<file path="src/rtl/ocp_pkg.sv">
// Constants, types and register layout for the output compare and PWM channel.
// Assumes a 32-bit Avalon-MM register bus with byte addresses.
`default_nettype none

package ocp_pkg;

    // ==========================================================
    // Widths
    localparam int ADDR_W = 5;
    localparam int DATA_W = 32;
    localparam int CNT_W = 16;
    localparam int IRQ_W = 2;

    // ==========================================================
    // Register offsets
    localparam logic [ADDR_W-1:0] OFS_CTRL = 5'h00;
    localparam logic [ADDR_W-1:0] OFS_PAD = 5'h04;
    localparam logic [ADDR_W-1:0] OFS_PRIM = 5'h08;
    localparam logic [ADDR_W-1:0] OFS_SEC = 5'h0C;
    localparam logic [ADDR_W-1:0] OFS_STAT = 5'h10;
    localparam logic [ADDR_W-1:0] OFS_MASK = 5'h14;

    // ==========================================================
    // Field positions
    localparam int CTRL_MODE_LSB = 0;
    localparam int CTRL_MODE_MSB = 2;
    localparam int CTRL_TSEL_BIT = 3;
    localparam int CTRL_FLT_BIT = 4;
    localparam int CTRL_SIDL_BIT = 13;
    localparam int PAD_TRIS_BIT = 3;
    localparam int IRQ_CMP_BIT = 0;
    localparam int IRQ_FLT_BIT = 1;

    // ==========================================================
    // Reset values
    localparam logic [CNT_W-1:0] RST_CMP = 16'h0000;
    localparam logic [IRQ_W-1:0] RST_IRQ = 2'h0;
    localparam logic [DATA_W-1:0] RST_RDATA = 32'h00000000;

    // ==========================================================
    // Types
    typedef enum logic [2:0] {
        MODE_OFF = 3'h0,
        MODE_SET = 3'h1,
        MODE_CLR = 3'h2,
        MODE_TGL = 3'h3,
        MODE_ONE = 3'h4,
        MODE_CONT = 3'h5,
        MODE_PWM = 3'h6,
        MODE_PWMF = 3'h7
    } ocp_mode_t;

    typedef struct packed {
        logic [CNT_W-1:0] count;
        logic [CNT_W-1:0] period;
    } ocp_timer_t;

    typedef struct packed {
        logic idle_stop;
        logic timebase_select;
        ocp_mode_t mode_select;
    } ocp_ctrl_t;

    localparam ocp_ctrl_t RST_CTRL = '{idle_stop: 1'b0, timebase_select: 1'b0, mode_select: MODE_OFF};

endpackage : ocp_pkg

`default_nettype wire

</file>
<file path="src/rtl/ocp_channel.sv">
// Single output compare channel with pulse and PWM modes, Avalon-MM register slave.
// Assumes both timers count and wrap outside this block, synchronous to clock.
//
// Summary of operation
// - Mode 000 disables the channel; output stays low and undriven.
// - Mode 001 starts low and goes high on a primary match.
// - Mode 010 starts high and goes low on a primary match.
// - Mode 011 inverts the output on every primary match.
// - Mode 100 gives one pulse: high on primary, low on secondary match.
// - Mode 101 repeats the pulse every timer period.
// - Mode 110 runs PWM and ignores the fault input.
// - Mode 111 runs PWM and the fault input forces the output low.
// - Fault status sets only in mode 111; a control write with the fault input inactive, or leaving mode 111, clears it.
// - With idle stop set, the channel freezes while the processor idles.
// - Timebase select one picks timer three, zero picks timer two.
// - Tri-state select keeps the pin undriven; internal result stays available.
// - The dedicated fault input pin is the fault source.
// - PWM resolution follows the period value across the full count width.
// - In PWM, secondary is copied to primary only on period match.
// - Duty zero holds low, above period holds high, equal gives one low count.
// - Each secondary match in pulse modes sets the compare interrupt flag.
// - Period lasts period value plus one counts; timer wraps on match.
//
// Decided for this implementation: the register addresses and register access over Avalon-MM.
`default_nettype none

module ocp_channel
    import ocp_pkg::*;
(
    // Clock and reset
    input wire logic clock,
    input wire logic sys_rst,
    // Avalon-MM slave
    input wire logic [ADDR_W-1:0] address,
    input wire logic read,
    input wire logic write,
    input wire logic [DATA_W-1:0] writedata,
    output logic [DATA_W-1:0] readdata,
    output logic waitrequest,
    // Time bases
    input wire ocp_timer_t timer2,
    input wire ocp_timer_t timer3,
    // System state and fault
    input wire logic cpu_idle,
    input wire logic fault_input_pin_n,
    // Compare output
    output logic compare_output_pin,
    output logic compare_output_oe,
    output logic compare_module_internal,
    // Interrupt
    output logic irq
);

    // ==========================================================
    // State
    ocp_ctrl_t ctrl_r;
    logic tris_r;
    logic [CNT_W-1:0] primary_r;
    logic [CNT_W-1:0] primary_nxt;
    logic [CNT_W-1:0] secondary_r;
    logic [IRQ_W-1:0] stat_r;
    logic [IRQ_W-1:0] stat_nxt;
    logic [IRQ_W-1:0] mask_r;
    logic out_r;
    logic out_nxt;
    logic done_r;
    logic done_nxt;
    logic fault_r;
    logic fault_nxt;
    logic ack_r;
    logic [DATA_W-1:0] rdata_r;
    logic eq_pri_d_r;
    logic eq_sec_d_r;
    logic eq_per_d_r;

    // ==========================================================
    // Bus decode
    wire logic acc = read | write;
    wire logic wr_go = write & ack_r;
    wire logic rd_go = read & ~ack_r;
    wire logic wr_ctrl = wr_go && (address == OFS_CTRL);
    wire logic wr_pad = wr_go && (address == OFS_PAD);
    wire logic wr_prim = wr_go && (address == OFS_PRIM);
    wire logic wr_sec = wr_go && (address == OFS_SEC);
    wire logic wr_stat = wr_go && (address == OFS_STAT);
    wire logic wr_mask = wr_go && (address == OFS_MASK);
    wire ocp_mode_t new_mode = ocp_mode_t'(writedata[CTRL_MODE_MSB:CTRL_MODE_LSB]);

    assign waitrequest = acc & ~ack_r;
    assign readdata = rdata_r;

    // ==========================================================
    // Time base and match detection
    wire ocp_mode_t mode = ctrl_r.mode_select;
    wire ocp_timer_t tb = ctrl_r.timebase_select ? timer3 : timer2;
    wire logic halted = ctrl_r.idle_stop & cpu_idle;
    wire logic run = ~halted && (mode != MODE_OFF);
    wire logic is_pwm = (mode == MODE_PWM) || (mode == MODE_PWMF);
    wire logic is_pulse = (mode == MODE_ONE) || (mode == MODE_CONT);
    wire logic eq_pri = tb.count == primary_r;
    wire logic eq_sec = tb.count == secondary_r;
    wire logic eq_per = tb.count == tb.period;
    wire logic m_pri = run & eq_pri & ~eq_pri_d_r;
    wire logic m_sec = run & eq_sec & ~eq_sec_d_r;
    wire logic m_per = run & eq_per & ~eq_per_d_r;
    // Full-width compare: duty resolution is set by the period value alone
    wire logic pwm_level = tb.count < primary_r;
    wire logic fault_act = (mode == MODE_PWMF) & ~fault_input_pin_n;
    wire logic cmp_evt = (is_pulse & m_sec) | (is_pwm & m_per) |
        (m_pri & ((mode == MODE_SET) | (mode == MODE_CLR) | (mode == MODE_TGL)));
    wire logic flt_evt = run & fault_act & ~fault_r;
    wire logic [IRQ_W-1:0] evt = {flt_evt, cmp_evt};

    // ==========================================================
    // Output generation
    always_comb begin
        out_nxt = out_r;
        done_nxt = done_r;
        if (wr_ctrl) begin
            out_nxt = (new_mode == MODE_CLR);
            done_nxt = 1'b0;
        end else if (!halted) begin
            unique case (mode)
                MODE_OFF: out_nxt = 1'b0;
                MODE_SET: if (m_pri) out_nxt = 1'b1;
                MODE_CLR: if (m_pri) out_nxt = 1'b0;
                MODE_TGL: if (m_pri) out_nxt = ~out_r;
                MODE_ONE: begin
                    if (!done_r && m_sec) begin
                        out_nxt = 1'b0;
                        done_nxt = 1'b1;
                    end else if (!done_r && m_pri) begin
                        out_nxt = 1'b1;
                    end
                end
                MODE_CONT: begin
                    if (m_sec) begin
                        out_nxt = 1'b0;
                    end else if (m_pri) begin
                        out_nxt = 1'b1;
                    end
                end
                MODE_PWM: out_nxt = pwm_level;
                MODE_PWMF: out_nxt = pwm_level & ~fault_act & ~fault_r;
            endcase
        end
    end

    // ==========================================================
    // Duty buffer, fault status and interrupt status
    always_comb begin
        primary_nxt = primary_r;
        if (is_pwm && m_per) begin
            primary_nxt = secondary_r;
        end else if (wr_prim && !is_pwm) begin
            primary_nxt = writedata[CNT_W-1:0];
        end
    end

    always_comb begin
        fault_nxt = fault_r;
        if (run && fault_act) begin
            fault_nxt = 1'b1;
        end else if (mode != MODE_PWMF) begin
            fault_nxt = 1'b0;
        end else if (wr_ctrl && fault_input_pin_n) begin
            fault_nxt = 1'b0;
        end
    end

    always_comb begin
        stat_nxt = stat_r;
        if (wr_stat) begin
            stat_nxt = stat_r & ~writedata[IRQ_W-1:0];
        end
        stat_nxt = stat_nxt | evt;
    end

    assign irq = |(stat_r & mask_r);
    assign compare_output_pin = out_r;
    assign compare_output_oe = ~tris_r && (mode != MODE_OFF);
    assign compare_module_internal = out_r;

    // ==========================================================
    // Read mux
    logic [DATA_W-1:0] rd_mux;
    always_comb begin
        rd_mux = '0;
        unique case (address)
            OFS_CTRL: begin
                rd_mux[CTRL_MODE_MSB:CTRL_MODE_LSB] = mode;
                rd_mux[CTRL_TSEL_BIT] = ctrl_r.timebase_select;
                rd_mux[CTRL_FLT_BIT] = fault_r;
                rd_mux[CTRL_SIDL_BIT] = ctrl_r.idle_stop;
            end
            OFS_PAD: rd_mux[PAD_TRIS_BIT] = tris_r;
            OFS_PRIM: rd_mux[CNT_W-1:0] = primary_r;
            OFS_SEC: rd_mux[CNT_W-1:0] = secondary_r;
            OFS_STAT: rd_mux[IRQ_W-1:0] = stat_r;
            OFS_MASK: rd_mux[IRQ_W-1:0] = mask_r;
            default: rd_mux = '0;
        endcase
    end

    // ==========================================================
    // Registers
    always_ff @(posedge clock) begin
        if (sys_rst) begin
            ack_r <= 1'b0;
            rdata_r <= RST_RDATA;
        end else begin
            ack_r <= acc & ~ack_r;
            if (rd_go) begin
                rdata_r <= rd_mux;
            end
        end
    end

    always_ff @(posedge clock) begin
        if (sys_rst) begin
            ctrl_r <= RST_CTRL;
            tris_r <= 1'b0;
            secondary_r <= RST_CMP;
            mask_r <= RST_IRQ;
        end else begin
            if (wr_ctrl) begin
                ctrl_r <= '{idle_stop: writedata[CTRL_SIDL_BIT],
                    timebase_select: writedata[CTRL_TSEL_BIT], mode_select: new_mode};
            end
            if (wr_pad) tris_r <= writedata[PAD_TRIS_BIT];
            if (wr_sec) secondary_r <= writedata[CNT_W-1:0];
            if (wr_mask) mask_r <= writedata[IRQ_W-1:0];
        end
    end

    always_ff @(posedge clock) begin
        if (sys_rst) begin
            primary_r <= RST_CMP;
            stat_r <= RST_IRQ;
            out_r <= 1'b0;
            done_r <= 1'b0;
            fault_r <= 1'b0;
            eq_pri_d_r <= 1'b0;
            eq_sec_d_r <= 1'b0;
            eq_per_d_r <= 1'b0;
        end else begin
            primary_r <= primary_nxt;
            stat_r <= stat_nxt;
            out_r <= out_nxt;
            done_r <= done_nxt;
            fault_r <= fault_nxt;
            eq_pri_d_r <= eq_pri;
            eq_sec_d_r <= eq_sec;
            eq_per_d_r <= eq_per;
        end
    end

    wire logic quiet = ~wr_ctrl & ~halted;
endmodule : ocp_channel

`default_nettype wire

</file>
<file path="config.mk">
export PLATFORM = sky130hd
export DESIGN_NAME = ocp_channel
export DESIGN_NICKNAME = d
export VERILOG_FILES = /design/src/rtl/ocp_pkg.sv /design/src/rtl/ocp_channel.sv
export SDC_FILE = /design/constraint.sdc
export NUM_CORES = 1
export LEC_CHECK = 0
export CAP_MARGIN = 20
export CORE_UTILIZATION = 55
export CTS_BUF_LIST = sky130_fd_sc_hd__clkbuf_16
export DETAILED_ROUTE_END_ITERATION = 6
export DONT_BUFFER_PORTS = 1
export PLACE_DENSITY = 0.67
export SYNTH_ARGS = -nofsm -noshare
export SYNTH_HDL_FRONTEND = slang
export SYNTH_SLANG_ARGS = --single-unit
export TNS_END_PERCENT = 50
</file>
<file path="constraint.sdc">
create_clock -name clock -period 7.8 [get_ports clock]
set_input_delay 0.39 -clock clock [delete_from_list [all_inputs] [get_ports clock]]
set_output_delay 0.39 -clock clock [all_outputs]
set_load 0.02 [all_outputs]
</file>
==> flow_metrics.tcl <==
set metrics [dict create \
    switching_share_pct 22.21 \
    arrival_ns 3.90 \
    clock_sinks 65 \
    pwr-share-comb_pct 7.5 \
    die_w_um 89.39 \
    dr_total_vias 3577 \
    synth_top_area_cell "dfxtp_1" \
    synth_warnings 0 \
    internal_power_mw 0.6721 \
    post_cts_buffers 0 \
    dp_hpwl_mm 7.969 \
    hold_viol_final 0 \
    irDropWorstVdd_mv 0.1091 \
    synthFlopType "dfxtp_1" \
    post_cts_resized 0 \
    dpl-instance-area_mm2 0.004108 \
    crit_fanout 32 \
    path_class "register to register" \
    crit_chain "mux2i_1 > inv_1 > ha_1 > nand4_1 > or4_1 > nor4_1 > o221a_2 > o41ai_1 > o21ai_0" \
    ys_ff_latch 65 \
    clkLatencyLatePin_ns 0.32 \
    gp_congestion 0.8515 \
    clockRootBuffer "clkbuf_16" \
    stdcell_count 613 \
    drv_cap 0 \
    seq_area_mm2 0.001303 \
    hold_ws_ns 0.1291 \
    startpoint_type "register" \
    drtPass1Iterations 5 \
    rsz0062_at_grt "false" \
    coreArea_mm2 0.007331 \
    cts_buffers 9 \
    synthMuxAreaShare_pct 11.97 \
    initial_core_util_pct 57.30 \
    htree_levels 3 \
    maxSlewHeadroom_pct 30.82 \
    hp-class "primary input to register" \
    final_cell_area_mm2 0.004443 \
    critical_path_buf_inv_count 1 \
    netlist_instances 531 \
    ys_seq_area_share_pct 30.98 \
    synth_xor_area_share_pct 7.507 \
    end_kind "register" \
    max_stage_delay_ns 0.91 \
    routed_wl_mm 10.84 \
    multiInputGateArea_mm2 0.002569 \
    slowest_stage "dfxtp_2" \
    grt_pass1_vias 3439 \
    fmax_ghz 0.2744 \
    synthAdderAreaFrac_pct 4.766 \
    cpLargestDelayFamily "simple AND/OR/NAND/NOR gates" \
    grt_overflow_total 0 \
    grt_start_max_net_pins 68 \
    wl_per_cell_um 17.69 \
    vias_per_cell 5.835 \
    dp_cells 597 \
    synth-compound-area-share_pct 13.58 \
    io-pin-count 144 \
    final_cell_mix "77 x nand2_1, 64 x dfxtp_1, 50 x nor2_1, 41 x mux2i_1, 35 x a21oi_1" \
    p_leak_nw 1.513 \
    final_antenna_net_count 0 \
    nFillCells 664 \
    final_common_cell "nand2_1" \
    final_nets 632 \
    netlist_area_mm2 0.004200 \
    switching_power_mw 0.1919 \
    cts_tree "built" \
    seq_power_share_pct 40.1 \
    areaGrowthSynthToFinish_pct 5.779 \
    drive_above_1_share_pct 4.864 \
    synth_edf_count 0 \
    fin_crit_ns 3.644 \
    port-buffer-count 0 \
    antenna_found_initial 0 \
    power_mw 0.8640 \
    dieHeight_um 89.39 \
    post-route-period-util_pct 46.72 \
    drt_iter0_drc 213 \
    cp.required_ns 8.05 \
    remaining_drc_errors 0 \
    num_antenna_cells 0 \
    skew_ns 0.004761 \
    finalMaxSlewViolations 0 \
    cts.clk_slew.worst_paths_ns 0.06 \
    synthDistinctLibCells 50 \
    setup_tns_ns 0 \
    setup_viol 0 \
    synth_top_cell_area_share_pct 30.98 \
    power.density_mw_per_mm2 194.5 \
    cts_max_path_buffers 2 \
    rows 31 \
    hold_buffers 0 \
    clkPwrFrac_pct 52.4 \
    status "completed" \
    synth_area_leaders "dfxtp_1 31%, mux2i_1 9.8%, nand2_1 6.9%" \
    grt_usage_pct 27.87 \
    syn_avg_cell_area_um2 7.910 \
    async_reset_ff_share_pct 0 \
    synth_top_family_by_area "simple AND/OR/NAND/NOR gates" \
    grt_pass1_wl_mm 16.58 \
    tightest_slew_ns 1.038 \
    synth-simple-area-share_pct 21.78 \
    die-area_mm2 0.007991 \
]
sequential cells by signal, summed over array words and instances (netlist names), 2 cells and up:
register / count
readdata: 16
primary_r: 16
ctrl_r: 2
secondary_r: 16
mode: 3
mask_r: 2
stat_r: 2
cells by family (layout without fill, tap and decap cells):
kind of cell / count (synthesis) / in the layout
and+or+nand+nor: 199 / 199
adders and majority gates: 16 / 16
buffers and inverters: 77 / 45
AOI/OAI and AO/OA: 90 / 90
other: 1 / 16
muxes: 47 / 47
xor gates and xnor gates: 36 / 36
DFF: 65 / 65
layer usage:
metal / vias up / part of all wire (%) / track usage (%)
met5: - / 0 / 0
met4: 0 / 2.0 / 8.514
met3: 19 / 6.7 / 8.957
met2: 117 / 51 / 50.31
met1: 1680 / 40 / 31.17
li1: 1761 / - / -
synthesized netlist by cell type, drive strengths merged, types with 12 or more instances:
cell type	number
a21oi	35
a221oi	13
buf	25
clkbuf	24
dfxtp	65
ha	16
inv	28
mux2i	43
nand2	77
nor2	50
nor3	24
nor4	12
o21ai	20
xnor2	22
xor2	14
power groups by stage:
| stage | Clock [mW] | Combinational (mW) | Sequential [mW] |
|---|---|---|---|
| 2_1_floorplan | 0 | 0.0659 | 0.352 |
| 3_3_place_gp | 0 | 0.0627 | 0.353 |
| 3_5_place_dp | 0 | 0.0643 | 0.354 |
| 4_1_cts | 0.458 | 0.0648 | 0.346 |
| 5_1_grt | 0.476 | 0.0734 | 0.347 |
| 6_report | 0.453 | 0.0647 | 0.346 |
metrics by stage:
stage / utilization [%] / setup WS (ns)
5_1_grt: 60.61 / 3.785
2_1_floorplan: - / 5.000
6_report: 60.61 / 4.156
4_1_cts: 60.61 / 4.166
3_5_place_dp: 56.03 / 4.179
3_3_place_gp: 56.03 / 4.193
final cells by class:
class                   count  share of cell area, %
multi-input cells         404                  57.81
flip-flops and latches     65                  29.32
clock buffers               9                  5.069
well taps                  99                  2.788
clock inverters             7                  2.478
inverters                  28                  2.366
repair buffers              1                 0.1690
worst reg2reg max path: stages, from the launching register on:
cell	delay, ns
dfxtp_2	0.91
mux2i_1	0.50
inv_1	0.10
ha_1	0.32
nand4_1	0.12
or4_1	0.62
nor4_1	0.51
o221a_2	0.28
o41ai_1	0.07
o21ai_0	0.15
final timing paths:
| kind | start | depth (start not counted) | to | slack (ns) |
|---|---|---|---|---|
| setup / recovery | ctrl_r[3]$_SDFFE_PP0P_ | 9 | compare_module_internal$_SDFFE_PP0P_ | 4.16 |
| hold / removal | sys_rst | 1 | eq_sec_d_r$_SDFF_PP0_ | 0.13 |
| setup reg to reg | ctrl_r[3]$_SDFFE_PP0P_ | 9 | compare_module_internal$_SDFFE_PP0P_ | 4.16 |
| hold reg to reg | mask_r[1]$_SDFFE_PP0P_ | 2 | mask_r[1]$_SDFFE_PP0P_ | 0.47 |
No activity file was read; power rests on OpenSTA's default activity.
